--- src/design/flash_seq_pkg.sv ---
// shared constants and types for the flash command sequencer
package flash_seq_pkg;

	// ====================================================
	// opcodes
	localparam logic [7:0] OP_WRAP_SET   = 8'h77;
	localparam logic [7:0] OP_PAGE_WRITE = 8'h02;
	localparam logic [7:0] OP_QUAD_WRITE = 8'h32;
	localparam logic [7:0] OP_SECT_CLEAR = 8'h20;
	localparam logic [7:0] OP_BLK_CLEAR  = 8'h52;
	localparam logic [7:0] OP_WR_UNLOCK  = 8'h06;
	localparam logic [7:0] OP_WR_LOCK    = 8'h04;
	localparam logic [7:0] OP_READ_PARAM = 8'hC0;

	// ====================================================
	// frame layout and field positions
	localparam int ADDR_BYTES     = 3;
	localparam int PAGE_BYTES     = 256;
	localparam int WRAP_OFF_POS   = 4;
	localparam int WRAP_LO_POS    = 5;
	localparam int WRAP_HI_POS    = 6;
	localparam int PARAM_LO_POS   = 0;
	localparam int PARAM_HI_POS   = 1;
	localparam int SECT_BITS      = 12;
	localparam int BLK_BITS       = 15;
	localparam int GUARD_BIG_BITS = 16;

	// ====================================================
	// reset values
	localparam logic       WRAP_OFF_RST = 1'b1;
	localparam logic [1:0] WRAP_LEN_RST = 2'h0;

	// ====================================================
	// timing: clock rate and self-timed cycle lengths
	localparam int CLK_MHZ        = 100;
	localparam int PROG_TIME_US   = 700;
	localparam int SECT_TIME_US   = 100000;
	localparam int BLK_TIME_US    = 500000;
	localparam int PROG_CYC_DEF   = PROG_TIME_US * CLK_MHZ;
	localparam int SECT_CYC_DEF   = SECT_TIME_US * CLK_MHZ;
	localparam int BLK_CYC_DEF    = BLK_TIME_US * CLK_MHZ;

	// ====================================================
	// types
	typedef struct packed {
		logic       cs_b;
		logic       sclk;
		logic [3:0] io;
	} link_pins_t;

	typedef struct packed {
		logic       wrap_off_bit;
		logic       wrap_len_hi;
		logic       wrap_len_lo;
	} wrap_cfg_t;

	typedef enum logic [1:0] {
		K_PROG,
		K_SECT,
		K_BLK
	} op_kind_t;

	typedef struct packed {
		logic        start;
		op_kind_t    kind;
		logic [23:0] addr;
	} array_op_t;

endpackage

--- src/design/flash_cmd_seq.sv ---
// command decoder and self-timed program/erase sequencer of a serial nor flash
`timescale 1ns/10ps
module flash_cmd_seq #(
	parameter int unsigned PROG_CYC = flash_seq_pkg::PROG_CYC_DEF,
	parameter int unsigned SECT_CYC = flash_seq_pkg::SECT_CYC_DEF,
	parameter int unsigned BLK_CYC  = flash_seq_pkg::BLK_CYC_DEF
) (
	input  wire logic                      mclk,
	input  wire logic                      rst_b,
	input  wire flash_seq_pkg::link_pins_t link_pins,
	input  wire logic                      quad_enable_flag,
	input  wire logic                      four_wire_cmd_mode,
	input  wire logic [4:0]                block_guard,
	output logic                           write_latch_flag,
	output logic                           op_in_progress,
	output flash_seq_pkg::wrap_cfg_t       wrap_cfg,
	output flash_seq_pkg::array_op_t       array_op,
	output logic                           prog_we,
	output logic [23:0]                    prog_addr,
	output logic [7:0]                     prog_data
);
	import flash_seq_pkg::*;

	typedef enum logic [2:0] {
		S_IDLE,
		S_CMD,
		S_ADDR,
		S_DATA,
		S_TAIL,
		S_SKIP
	} frame_state_t;

	// ====================================================
	// synchronised link
	logic       sclk_rise;
	logic       sel_fall;
	logic       sel_rise;
	logic       sel;
	logic [3:0] io_s;

	link_sync u_sync (
		.mclk      (mclk),
		.rst_b     (rst_b),
		.pins      (link_pins),
		.sclk_rise (sclk_rise),
		.sel_fall  (sel_fall),
		.sel_rise  (sel_rise),
		.sel       (sel),
		.io_s      (io_s)
	);

	// ====================================================
	// state
	frame_state_t          state_reg, state_next;
	logic [7:0]            shift_reg, shift_next;
	logic [2:0]            bit_reg, bit_next;
	logic [7:0]            op_reg, op_next;
	logic [23:0]           addr_reg, addr_next;
	logic [1:0]            acnt_reg, acnt_next;
	logic [7:0]            ofs_reg, ofs_next;
	logic                  seen_reg, seen_next;
	logic [7:0]            param_reg, param_next;
	logic [PAGE_BYTES-1:0] mask_reg, mask_next;
	logic                  wel_reg, wel_next;
	logic                  busy_reg, busy_next;
	op_kind_t              kind_reg, kind_next;
	logic [31:0]           tmr_reg, tmr_next;
	logic [8:0]            sidx_reg, sidx_next;
	logic                  rd_live_reg, rd_live_next;
	logic [7:0]            rd_idx_reg, rd_idx_next;
	wrap_cfg_t             wrap_reg, wrap_next;
	array_op_t             aop_reg, aop_next;
	logic                  pwe_reg, pwe_next;
	logic [23:0]           padr_reg, padr_next;

	// ====================================================
	// buffer ports and shift helpers
	logic       buf_we;
	logic [7:0] buf_wa;
	logic       wide;
	logic [7:0] shifted;
	logic [2:0] bit_inc;
	logic       byte_done;
	logic       on_bound;

	// guarded region: low three bits give size as a power of two of the grain,
	// bit 3 moves the region from top to bottom, bit 4 picks the small grain
	function automatic logic guarded(input logic [23:0] a, input logic [4:0] g);
		logic [24:0] size;
		logic [24:0] grain;
		grain = g[4] ? (25'h1 << SECT_BITS) : (25'h1 << GUARD_BIG_BITS);
		size  = grain << (g[2:0] - 3'h1);
		if (g[2:0] == 3'h0) begin
			guarded = 1'b0;
		end else if (g[2:0] == 3'h7) begin
			guarded = 1'b1;
		end else if (g[3]) begin
			guarded = {1'b0, a} < size;
		end else begin
			guarded = {1'b0, a} >= (25'h1000000 - size);
		end
	endfunction

	// aligned span check: either end guarded refuses the whole span
	function automatic logic span_guarded(input logic [23:0] a, input int bits,
	                                      input logic [4:0] g);
		logic [23:0] lo;
		logic [23:0] hi;
		lo = a & ~((24'h1 << bits) - 24'h1);
		hi = lo | ((24'h1 << bits) - 24'h1);
		span_guarded = guarded(lo, g) | guarded(hi, g);
	endfunction

	// address and data of quad program, and every phase in four-wire mode, take a nibble
	// quad data lines
	assign wide      = four_wire_cmd_mode | (state_reg != S_CMD && op_reg == OP_QUAD_WRITE);
	assign shifted   = wide ? {shift_reg[3:0], io_s} : {shift_reg[6:0], io_s[0]};
	assign bit_inc   = wide ? 3'h4 : 3'h1;
	assign byte_done = (bit_reg + bit_inc) == 3'h0;
	assign on_bound  = bit_reg == 3'h0;
	assign buf_wa    = addr_reg[7:0] + ofs_reg;

	// ====================================================
	// next-state logic for frame decode and timed cycles
	always_comb begin
		state_next   = state_reg;
		shift_next   = shift_reg;
		bit_next     = bit_reg;
		op_next      = op_reg;
		addr_next    = addr_reg;
		acnt_next    = acnt_reg;
		ofs_next     = ofs_reg;
		seen_next    = seen_reg;
		param_next   = param_reg;
		mask_next    = mask_reg;
		wel_next     = wel_reg;
		busy_next    = busy_reg;
		kind_next    = kind_reg;
		tmr_next     = tmr_reg;
		sidx_next    = sidx_reg;
		rd_live_next = 1'b0;
		rd_idx_next  = rd_idx_reg;
		wrap_next    = wrap_reg;
		aop_next     = aop_reg;
		aop_next.start = 1'b0;
		pwe_next     = 1'b0;
		padr_next    = padr_reg;
		buf_we       = 1'b0;

		// frame opens: counters restart; the page mask waits for an opcode byte that arrives while not busy
		if (sel_fall) begin
			state_next = S_CMD;
			bit_next   = 3'h0;
			acnt_next  = 2'h0;
			ofs_next   = 8'h0;
			seen_next  = 1'b0;
		end else if (sel && sclk_rise && state_reg != S_IDLE) begin
			shift_next = shifted;
			bit_next   = bit_reg + bit_inc;
			case (state_reg)
				S_CMD: begin
					if (byte_done) begin
						op_next = shifted;
						// while busy every frame is ignored; the busy flag is a pin
						if (busy_reg) begin
							state_next = S_SKIP;
						end else begin
							// a frame opened during a cycle must not wipe the marks still being programmed
							mask_next = '0;
							case (shifted)
								OP_WR_UNLOCK,
								OP_WR_LOCK: state_next = S_TAIL;
								OP_QUAD_WRITE: state_next = quad_enable_flag ? S_ADDR : S_SKIP;
								OP_PAGE_WRITE,
								OP_SECT_CLEAR,
								OP_BLK_CLEAR,
								OP_WRAP_SET: state_next = S_ADDR;
								// parameter frame only in four-wire mode
								OP_READ_PARAM: state_next = four_wire_cmd_mode ? S_DATA : S_SKIP;
								default: state_next = S_SKIP;
							endcase
						end
					end
				end
				S_ADDR: begin
					if (byte_done) begin
						addr_next = {addr_reg[15:0], shifted};
						acnt_next = acnt_reg + 2'h1;
						// three dummy bytes before the wrap byte
						if (acnt_reg == 2'(ADDR_BYTES - 1)) begin
							case (op_reg)
								OP_SECT_CLEAR,
								OP_BLK_CLEAR: state_next = S_TAIL;
								default: state_next = S_DATA;
							endcase
						end
					end
				end
				S_DATA: begin
					if (byte_done) begin
						if (op_reg == OP_WRAP_SET || op_reg == OP_READ_PARAM) begin
							param_next = shifted;
							state_next = S_TAIL;
						end else begin
							// later bytes overwrite earlier ones in the ring
							buf_we    = 1'b1;
							mask_next[buf_wa] = 1'b1;
							ofs_next  = ofs_reg + 8'h1;
							seen_next = 1'b1;
						end
					end
				end
				// any bit past the expected end spoils the frame
				S_TAIL: state_next = S_SKIP;
				default: state_next = state_reg;
			endcase
		end else if (sel_rise) begin
			state_next = S_IDLE;
			if (state_reg == S_TAIL && on_bound) begin
				case (op_reg)
					OP_WR_UNLOCK: wel_next = 1'b1;
					OP_WR_LOCK: wel_next = 1'b0;
					OP_WRAP_SET: begin
						wrap_next.wrap_off_bit = param_reg[WRAP_OFF_POS];
						wrap_next.wrap_len_hi  = param_reg[WRAP_HI_POS];
						wrap_next.wrap_len_lo  = param_reg[WRAP_LO_POS];
					end
					OP_READ_PARAM: begin
						wrap_next.wrap_len_hi = param_reg[PARAM_HI_POS];
						wrap_next.wrap_len_lo = param_reg[PARAM_LO_POS];
					end
					default: begin
						// erase accepted on the third address byte boundary
						if (wel_reg && op_reg == OP_SECT_CLEAR && !span_guarded(addr_reg, SECT_BITS, block_guard)) begin
							busy_next = 1'b1;
							kind_next = K_SECT;
							tmr_next  = SECT_CYC;
						end else if (wel_reg && op_reg == OP_BLK_CLEAR
						             && !span_guarded(addr_reg, BLK_BITS, block_guard)) begin
							busy_next = 1'b1;
							kind_next = K_BLK;
							tmr_next  = BLK_CYC;
						end
					end
				endcase
			end
			// program accepted only on a data byte boundary
			if (state_reg == S_DATA && on_bound && seen_reg && wel_reg
			    && (op_reg == OP_PAGE_WRITE || op_reg == OP_QUAD_WRITE)
			    && !guarded({addr_reg[23:8], 8'h00}, block_guard)) begin
				busy_next = 1'b1;
				kind_next = K_PROG;
				tmr_next  = PROG_CYC;
				sidx_next = 9'h0;
			end
			// erase span aligned to the sector or block
			if (busy_next && !busy_reg) begin
				aop_next.start = 1'b1;
				aop_next.kind  = kind_next;
				case (kind_next)
					K_SECT: aop_next.addr = addr_reg & ~24'((1 << SECT_BITS) - 1);
					K_BLK: aop_next.addr = addr_reg & ~24'((1 << BLK_BITS) - 1);
					default: aop_next.addr = {addr_reg[23:8], 8'h00};
				endcase
			end
		end

		// timed cycle; the latch drops one cycle before the busy flag
		if (busy_reg) begin
			tmr_next = tmr_reg - 32'h1;
			if (tmr_reg == 32'h2) begin
				wel_next = 1'b0;
			end
			// busy flag ends with the count
			if (tmr_reg == 32'h1) begin
				busy_next = 1'b0;
			end
			// only marked bytes reach the array
			if (kind_reg == K_PROG && !sidx_reg[8]) begin
				rd_live_next = 1'b1;
				rd_idx_next  = sidx_reg[7:0];
				sidx_next    = sidx_reg + 9'h1;
			end
		end
		if (rd_live_reg) begin
			pwe_next  = mask_reg[rd_idx_reg];
			padr_next = {aop_reg.addr[23:8], rd_idx_reg};
		end
	end

	// ====================================================
	// state registers
	always_ff @(posedge mclk or negedge rst_b) begin
		if (!rst_b) begin
			state_reg   <= S_IDLE;
			shift_reg   <= 8'h00;
			bit_reg     <= 3'h0;
			op_reg      <= 8'h00;
			addr_reg    <= 24'h000000;
			acnt_reg    <= 2'h0;
			ofs_reg     <= 8'h00;
			seen_reg    <= 1'b0;
			param_reg   <= 8'h00;
			mask_reg    <= '0;
			wel_reg     <= 1'b0;
			busy_reg    <= 1'b0;
			kind_reg    <= K_PROG;
			tmr_reg     <= 32'h0;
			sidx_reg    <= 9'h100;
			rd_live_reg <= 1'b0;
			rd_idx_reg  <= 8'h00;
			wrap_reg    <= '{wrap_off_bit: WRAP_OFF_RST, wrap_len_hi: WRAP_LEN_RST[1],
			                 wrap_len_lo: WRAP_LEN_RST[0]};
			aop_reg     <= '{start: 1'b0, kind: K_PROG, addr: 24'h000000};
			pwe_reg     <= 1'b0;
			padr_reg    <= 24'h000000;
		end else begin
			state_reg   <= state_next;
			shift_reg   <= shift_next;
			bit_reg     <= bit_next;
			op_reg      <= op_next;
			addr_reg    <= addr_next;
			acnt_reg    <= acnt_next;
			ofs_reg     <= ofs_next;
			seen_reg    <= seen_next;
			param_reg   <= param_next;
			mask_reg    <= mask_next;
			wel_reg     <= wel_next;
			busy_reg    <= busy_next;
			kind_reg    <= kind_next;
			tmr_reg     <= tmr_next;
			sidx_reg    <= sidx_next;
			rd_live_reg <= rd_live_next;
			rd_idx_reg  <= rd_idx_next;
			wrap_reg    <= wrap_next;
			aop_reg     <= aop_next;
			pwe_reg     <= pwe_next;
			padr_reg    <= padr_next;
		end
	end

	// ====================================================
	// page data; read data is registered so it lines up with prog_we
	page_buf #(
		.WIDTH (8),
		.DEPTH (PAGE_BYTES)
	) u_page (
		.mclk    (mclk),
		.rst_b   (rst_b),
		.wr_en   (buf_we),
		.wr_addr (buf_wa),
		.wr_data (shifted),
		.rd_addr (rd_idx_reg),
		.rd_data (prog_data)
	);

	// ====================================================
	// outputs, all from registers
	// wrap setting held for the read engine
	assign wrap_cfg         = wrap_reg;
	assign write_latch_flag = wel_reg;
	assign op_in_progress   = busy_reg;
	assign array_op         = aop_reg;
	assign prog_we          = pwe_reg;
	assign prog_addr        = padr_reg;
endmodule

--- src/design/link_sync.sv ---
// two-stage synchroniser and edge finder for the serial link pins
`timescale 1ns/10ps
module link_sync (
	input  wire logic                      mclk,
	input  wire logic                      rst_b,
	input  wire flash_seq_pkg::link_pins_t pins,
	output logic                           sclk_rise,
	output logic                           sel_fall,
	output logic                           sel_rise,
	output logic                           sel,
	output logic [3:0]                     io_s
);
	import flash_seq_pkg::*;

	link_pins_t meta_reg;
	link_pins_t sync_reg;
	link_pins_t last_reg;

	// ====================================================
	// first stage feeds only the second; edges come from stage two and three
	always_ff @(posedge mclk or negedge rst_b) begin
		if (!rst_b) begin
			meta_reg <= '{cs_b: 1'b1, sclk: 1'b0, io: 4'h0};
			sync_reg <= '{cs_b: 1'b1, sclk: 1'b0, io: 4'h0};
			last_reg <= '{cs_b: 1'b1, sclk: 1'b0, io: 4'h0};
		end else begin
			meta_reg <= pins;
			sync_reg <= meta_reg;
			last_reg <= sync_reg;
		end
	end

	assign sclk_rise = sync_reg.sclk & ~last_reg.sclk;
	assign sel_fall  = ~sync_reg.cs_b & last_reg.cs_b;
	assign sel_rise  = sync_reg.cs_b & ~last_reg.cs_b;
	assign sel       = ~sync_reg.cs_b;
	assign io_s      = sync_reg.io;
endmodule

--- src/design/page_buf.sv ---
// page-sized data buffer with registered read port
`timescale 1ns/10ps
module page_buf #(
	parameter int WIDTH = 8,
	parameter int DEPTH = 256
) (
	input  wire logic                     mclk,
	input  wire logic                     rst_b,
	input  wire logic                     wr_en,
	input  wire logic [$clog2(DEPTH)-1:0] wr_addr,
	input  wire logic [WIDTH-1:0]         wr_data,
	input  wire logic [$clog2(DEPTH)-1:0] rd_addr,
	output logic [WIDTH-1:0]              rd_data
);
	logic [WIDTH-1:0] mem [DEPTH];

	// ====================================================
	// storage has no reset; only the read register does
	always_ff @(posedge mclk) begin
		if (wr_en) begin
			mem[wr_addr] <= wr_data;
		end
	end

	always_ff @(posedge mclk or negedge rst_b) begin
		if (!rst_b) begin
			rd_data <= '0;
		end else begin
			rd_data <= mem[rd_addr];
		end
	end
endmodule

--- config.mk ---
export PLATFORM = sky130hd
export DESIGN_NAME = flash_cmd_seq
export DESIGN_NICKNAME = d
export VERILOG_FILES = /design/src/design/flash_seq_pkg.sv /design/src/design/flash_cmd_seq.sv /design/src/design/link_sync.sv /design/src/design/page_buf.sv
export SDC_FILE = /design/constraint.sdc
export NUM_CORES = 2
export LEC_CHECK = 0
export BUFFER_PORTS_ARGS = -buffer_cell sky130_fd_sc_hd__clkbuf_2
export CAP_MARGIN = 20
export CELL_PAD_IN_SITES_DETAIL_PLACEMENT = 0
export CELL_PAD_IN_SITES_GLOBAL_PLACEMENT = 1
export CORE_MARGIN = 2
export CORE_UTILIZATION = 47
export DETAILED_ROUTE_END_ITERATION = 10
export GPL_TIMING_DRIVEN = 0
export HOLD_SLACK_MARGIN = 0.06
export PLACE_DENSITY = 0.66
export SYNTH_ARGS = -nofsm -noshare
export SYNTH_HDL_FRONTEND = slang
export SYNTH_HIERARCHICAL = 1
export SYNTH_SLANG_ARGS = --single-unit
--- constraint.sdc ---
create_clock -name mclk -period 7.4 [get_ports mclk]
set_clock_uncertainty 0.2 [all_clocks]
set_input_delay 0.37 -clock mclk [delete_from_list [all_inputs] [get_ports mclk]]
set_output_delay 0.37 -clock mclk [all_outputs]
set_load 0.01 [all_outputs]
Word level (Yosys, flattened, before mapping)
Memory sizes are Yosys's and may differ from the RTL's. A register that Yosys moved wholly into a read port is not among the register bits.
Cells that the tools add are included.
- register bits after elaboration: 442
- RAM bits: 2048
- input port bits: 15
- output and inout port bits: 65
- word-level logic and storage cells: 307
- memories kept: 1
- memories (name ; depth ; width ; rd ports ; clocked after memory_dff ; write ports ; line ; RTL):
    u_page.mem ; 256 ; 8 ; 1 ; 1 ; 1 ; page_buf.sv:15 ; logic [WIDTH-1:0] mem [DEPTH];
- $add $sub $neg: 8
- $lt $le $gt $ge: 13
- eq/ne operators: 41
- shifts and indexed selects: 1
- muxes and demuxes: 141
- bitwise logic cells: 12
- reduce and logical (&&, ||, !) cells: 57
- operators by type and width (cell ; count):
    256-bit two-way mux ; 4
    256-bit one-hot mux with 2 select lines ; 1
    32-bit two-way mux ; 9
    256-bit OR ; 1
    24-bit by 25-bit >= comparator with 1-bit output ; 5
    24-bit by 25-bit less-than comparator with 1-bit output ; 5
    27-bit two-way mux ; 4
    1-bit two-way mux ; 76
    9-bit two-way mux ; 6
    8-bit two-way mux ; 6
    3-bit two-way mux ; 15
    32-bit by 1-bit == test with 1-bit output (second input constant) ; 1
    32-bit by 2-bit == test with 1-bit output (second input constant) ; 1
    8-bit by 3-bit == test with 1-bit output (second input constant) ; 4
    8-bit by 6-bit == test with 1-bit output (second input constant) ; 4
    8-bit by 7-bit == test with 1-bit output (second input constant) ; 4
    32-bit by 1-bit subtractor with 32-bit output (second input constant) ; 1
    15-bit one-hot mux with 2 select lines ; 1
    17-bit by 3-bit left shift with 25-bit output ; 1
    25-bit subtractor (first input constant) ; 1
    2-bit two-way mux ; 12
    3-bit one-hot mux with 4 select lines ; 2
    4-bit inequality test (second input constant) ; 5
    8-bit by 9-bit less-than comparator with 1-bit output (second input constant) ; 2
    42 further kinds ; 102

Longest topological paths before layout
- depth in word-level cells: 38
- depth in mapped cells: 23
- mapped depth without buffers: 21

Cells and area by module
The synthesis kept the hierarchy.
- modules (own cells, without submodules) (module ; times used ; cells each ; area each (um^2) ; sequential area each (um^2)):
    page_buf ; 1 ; 3795 ; 80038.0 ; 61699.2
    flash_cmd_seq ; 1 ; 1980 ; 20697.4 ; 10462.5
    link_sync ; 1 ; 22 ; 409.1 ; 354.1

Least setup slack after synthesis
No wires, ideal clock.
- path kind: flip-flop to flip-flop
- start point: reg state_reg[2]
- end point: reg state_reg[0]
- library setup time: 65 ps
- data arrival time: 5442 ps
- required time: 7135 ps
- path slack: 1693 ps
- stages on the path, launching flop included: 11
- path buffers: 1
- clock period less this slack: 5707 ps
- cells stage by stage: dfrtp_1 > or3b_1 > buf_2 > a41oi_4 > mux2i_1 > inv_1 > nand3_1 > nor4_1 > a211oi_1 > a2111oi_0 > a211o_1
- word-level cells in the longest chain between the ends: 12
- elaborated cells between the ends (all ways): 37
- those cells by class: 1 x add/sub; 19 x eq/ne; 8 x mux; 1 x bitwise; 8 x reduce/logical
- ends and longest elaborated chain (what ; line ; RTL):
    start: declaration ; flash_cmd_seq.sv:54 ; frame_state_t state_reg, state_next;
    start signal: assignment ; flash_cmd_seq.sv:318 ; state_reg <= state_next;
    3-bit by 1-bit inequality test with 1-bit output * ; flash_cmd_seq.sv:116 ; assign wide = four_wire_cmd_mode | (state_reg != S_CMD && op_reg == OP_QUAD_WRITE);
    1-bit logical AND * ; flash_cmd_seq.sv:116 ;
    1-bit OR * ; flash_cmd_seq.sv:116 ;
    8-bit two-way mux * ; flash_cmd_seq.sv:117 ; assign shifted = wide ? {shift_reg[3:0], io_s} : {shift_reg[6:0], io_s[0]};
    net shifted[6] ; flash_cmd_seq.sv:81 ; logic [7:0] shifted;
    8-bit by 2-bit == test with 1-bit output (tied with other cells) ; flash_cmd_seq.sv:170 ; case (shifted)
    4-bit OR reduction / 2-bit OR reduction (equally long branches) ; flash_cmd_seq.sv:170 ;
    3-bit one-hot mux with 4 select lines * ; flash_cmd_seq.sv:170 ;
    3-bit two-way mux * ; flash_cmd_seq.sv:165 ; if (busy_reg) begin
    3-bit two-way mux * ; flash_cmd_seq.sv:162 ; if (byte_done) begin
    3-bit one-hot mux with 4 select lines * ; flash_cmd_seq.sv:160 ; case (state_reg)
    3-bit two-way mux * ; flash_cmd_seq.sv:157 ; end else if (sel && sclk_rise && state_reg != S_IDLE) begin
    3-bit two-way mux * ; flash_cmd_seq.sv:151 ; if (sel_fall) begin
The timed path passes the listed nets; every way through them passes the cells marked *. The select of a mux whose other input is x is not followed.
A chain may end at the register's enable or synchronous reset.

Worst setup path in the final report
- start point: reg state_reg[0]
- end point: mem u_page.mem[210][7], enable pin
- word-level cells in the longest chain between the ends: 12
- elaborated cells between the ends (all ways): 15
- those cells by class: 1 x add/sub; 2 x eq/ne; 7 x mux; 1 x bitwise; 4 x reduce/logical
- ends and longest elaborated chain (what ; line ; RTL):
    3-bit by 1-bit inequality test with 1-bit output ; flash_cmd_seq.sv:116 ;
    1-bit logical AND ; flash_cmd_seq.sv:116 ;
    1-bit OR ; flash_cmd_seq.sv:116 ;
    3-bit two-way mux ; flash_cmd_seq.sv:118 ; assign bit_inc = wide ? 3'h4 : 3'h1;
    3-bit adder ; flash_cmd_seq.sv:119 ; assign byte_done = (bit_reg + bit_inc) == 3'h0;
    3-bit logical NOT ; flash_cmd_seq.sv:119 ;
    1-bit two-way mux ; flash_cmd_seq.sv:200 ; if (byte_done) begin
    1-bit two-way mux ; flash_cmd_seq.sv:160 ;
    1-bit two-way mux * ; flash_cmd_seq.sv:157 ;
    1-bit two-way mux * ; flash_cmd_seq.sv:151 ;
    net buf_we ; flash_cmd_seq.sv:78 ; logic buf_we;
    1-bit two-way mux * ; page_buf.sv:20 ; if (wr_en) begin
    1-bit two-way mux (not written as such) * ; page_buf.sv:21 ; mem[wr_addr] <= wr_data;
    end: declaration ; page_buf.sv:15 ;
The timed path passes the listed nets; every way through them passes the cells marked *.

==> results.yml <==
routing:
  viasPerCell: 6.38
  remaining_drc_errors: 0
  vias: 59000
  dr.pass1.iters: 8
  dr.first_iter.drc_count: 7852
  ant_nets: 0
  wl_per_cell_um: 34.3
  wirelength_mm: 318
hold_path:
  hp-start: "u_sync/meta_reg[2]"
  hold_path_end: "u_sync/io_s[2]"
  holdPathStages: 0
  hold_class: "flop to flop"
synth:
  yosys_most_used_dff: "edfxtp_1"
  synthCells: 5797
  syn_area_per_cell_um2: 17.4
  yosysWarnings: 6
  ys_seq_area_share_pct: 71.7
  syn_area_mm2: 0.101
  async_flop_share_pct: 17.7
  synth_edf_count: 2048
  synth_cell_type_count: 106
  ys_seq_elements: 2488
global_routing:
  grt_max_degree: 150
  track_usage_pct: 29.0
  antenna_found_initial: 18
  grt_pass1_vias: 57300
  met3_usage_pct: 7.76
  met2_usage_pct: 42.8
  grt.met1_usage_pct: 41.9
  grt-ovfl-total: 0
  grt_pass1_wl_mm: 442
  busiest_layer: "met2"
die:
  die_h_um: 468
  num_io_pins: 80
  initial_core_util_pct: 47.2
  coreArea_mm2: 0.214
  dieArea_mm2: 0.219
  die_w_um: 468
  fp-row-count: 170
pwr:
  p_leak_nw: 37.8
  p_per_area_mw_per_mm2: 271
  peakVddDrop_mv: 0.266
timing:
  fmax_mhz: 134
  fin_hold_ws_ns: 0.151
  min_period_ns: 7.48
  setup_viol: 51
  timing.final.ws_setup_ns: -0.0773
  fin_crit_sh_pct: 101
  slew-limit-headroom_pct: 7.39
  tightest_slew_ns: 1.39
  final_hold_viol_count: 0
  finalMaxSlewViolations: 0
  rsz0062_at_grt: "true"
  setup_tns_ns: -1.57
place:
  dp.cells: 8745
  hpwl_mm: 216
  gp_congestion: 0.953
  place_area_mm2: 0.106
  numPortBuffers: 70
layout:
  drive_gt1_share_pct: 21.7
  multiInputGateArea_mm2: 0.0265
  final_area_mm2: 0.115
  largest_reg_flops: 2048
  nFillCells: 17000
  syn_to_final_growth_pct: 13.8
  num-nets-final: 6277
  layout.cells.non_filler: 9256
  finish.utilization_pct: 53.8
  final_cell_mix: "edfxtp_1, mux4_2, dfrtp_1"
  layout_commonest_cell: "edfxtp_1"
  regArea_mm2: 0.0725
clock_network:
  cts.root.buffer_cell: "clkbuf_16"
  cts_made_buffers: 282
  clockBufferDepth: 4
  tritoncts: "done"
  cts-htree-levels: 5
  clk_pin_slew_worst_paths_ns: 0.06
  clock_latency_ns: 0.96
  clkSinkCount: 2488
worst_setup_path:
  r2r_slack_ns: -0.08
  r2r_end: "u_page/mem[210][7]"
  end_kind: "flop"
  r2r-start: "state_reg[0]"
  cp_max_fo: 10
  worstPathRequired_ns: 7.78
  critPathKind: "flop to flop"
  arrival_ns: 7.85
  startpoint_type: "flop"
  r2r_cells: 17
outcome:
  violations: "setup timing"
  status: "complete, but fails checks"
run:
  maxCapViolations: 0
## timing repair
action | in CTS | in global routing
hold buffers | 20 | 0
buffers inserted | 0 | 0
endpoints found under the hold margin | 162 | 0
gates resized for setup | 4 | 87
setup endpoints to repair | 40 | 761
## routing by layer
metal / vias to the layer above / share of wire, %
li1: 23900 / -
met1: 31500 / 41
met2: 3011 / 44
met3: 575 / 11
met4: 16 / 3.8
met5: - / 0.085
## power by group
part | internal, W | switching (W) | total [W]
combinational | 0.000205 | 0.00129 | 0.00149
clock | 0.00808 | 0.00551 | 0.0136
sequential | 0.0161 | 0.0000551 | 0.0162
total | 0.0244 | 0.00686 | 0.0313
## cells by family after synthesis
family	share of synthesized area (%)
simple gates	5.30
other cells	0.00371
fa+ha+maj	0.601
buf+inv	2.33
flops	71.7
xor+xnor	0.432
mux	13.9
compound gates	5.74
## cell usage after synthesis, drive strengths merged (6+ instances only)
cell | count | area, um2
mux2 | 68 | 766
a31oi | 22 | 144
a211oi | 21 | 168
edfxtp | 2048 | 61500
o21ai | 235 | 1180
a21boi | 6 | 45.0
nor3 | 52 | 290
nor2b | 45 | 282
inv | 48 | 180
xnor2 | 25 | 226
buf | 174 | 1430
nand4 | 37 | 238
o311a | 9 | 90.1
a21o | 6 | 45.0
and3 | 15 | 93.8
mux4 | 510 | 11500
xor2 | 24 | 210
a21oi | 123 | 616
clkbuf | 198 | 744
nand2 | 421 | 1580
or3 | 20 | 125
nand2b | 16 | 100
o22ai | 57 | 357
a22o | 108 | 946
o221ai | 39 | 354
mux2i | 179 | 1800
and2 | 20 | 125
nor4 | 34 | 256
a221oi | 38 | 352
nor3b | 10 | 80.1
a22oi | 107 | 803
nor2 | 400 | 1510
nand3 | 77 | 385
o211ai | 14 | 105
o2111ai | 8 | 70.1
or2 | 9 | 56.3
o21a | 7 | 52.6
dfrtp | 435 | 10900
ha | 47 | 588
## layout make-up
| cell class | instances | area share (%) |
|---|---|---|
| Inverter | 49 | 0.205 |
| Tap cell | 2838 | 3.08 |
| Clock buffer | 360 | 6.60 |
| Buffer | 372 | 1.91 |
| Timing Repair Buffer | 125 | 1.06 |
| Sequential cell | 2488 | 63.0 |
| Clock inverter | 121 | 1.10 |
| Antenna cell | 7 | 0.0152 |
| Multi-Input combinational cell | 2896 | 23.0 |
## worst max-delay path, cell delays in order, from the launching register on
cell and delay, ns:
dfrtp_1 0.50, or3b_1 0.38, buf_2 0.19, a41oi_4 0.46
buf_6 0.22, ha_1 0.16, ha_1 0.21, xor2_1 0.29
mux2i_1 0.13, a211o_1 0.38, buf_2 0.21, nor3_1 0.54
clkbuf_1 0.51, clkbuf_1 0.36, nand3_1 0.53, buf_8 0.36
clkbuf_2 0.58, nor2_1 0.91
## metrics by stage
step           setup slack, ns  power [W]
2_1_floorplan             1.69     0.0173
3_3_place_gp             -4.71     0.0182
3_5_place_dp           -0.0384     0.0180
4_1_cts                -0.0417     0.0315
5_1_grt                 -0.256     0.0321
6_report               -0.0773     0.0313
## worst max-delay path by stage
stage | end | cells after the start | slack (ns) | from
2_1_floorplan | state_reg[0] | 10 | 1.69 | state_reg[2]
4_1_cts | u_page/mem[40][5] | 16 | -0.04 | state_reg[2]
5_1_grt | u_page/mem[114][2] | 17 | -0.26 | state_reg[0]
3_3_place_gp | mask_reg[12] | 1 | -4.71 | rst_b
6_report | u_page/mem[210][7] | 17 | -0.08 | state_reg[0]
3_5_place_dp | u_page/mem[53][7] | 16 | -0.04 | state_reg[2]
No activity file was read; power rests on OpenSTA's default activity.
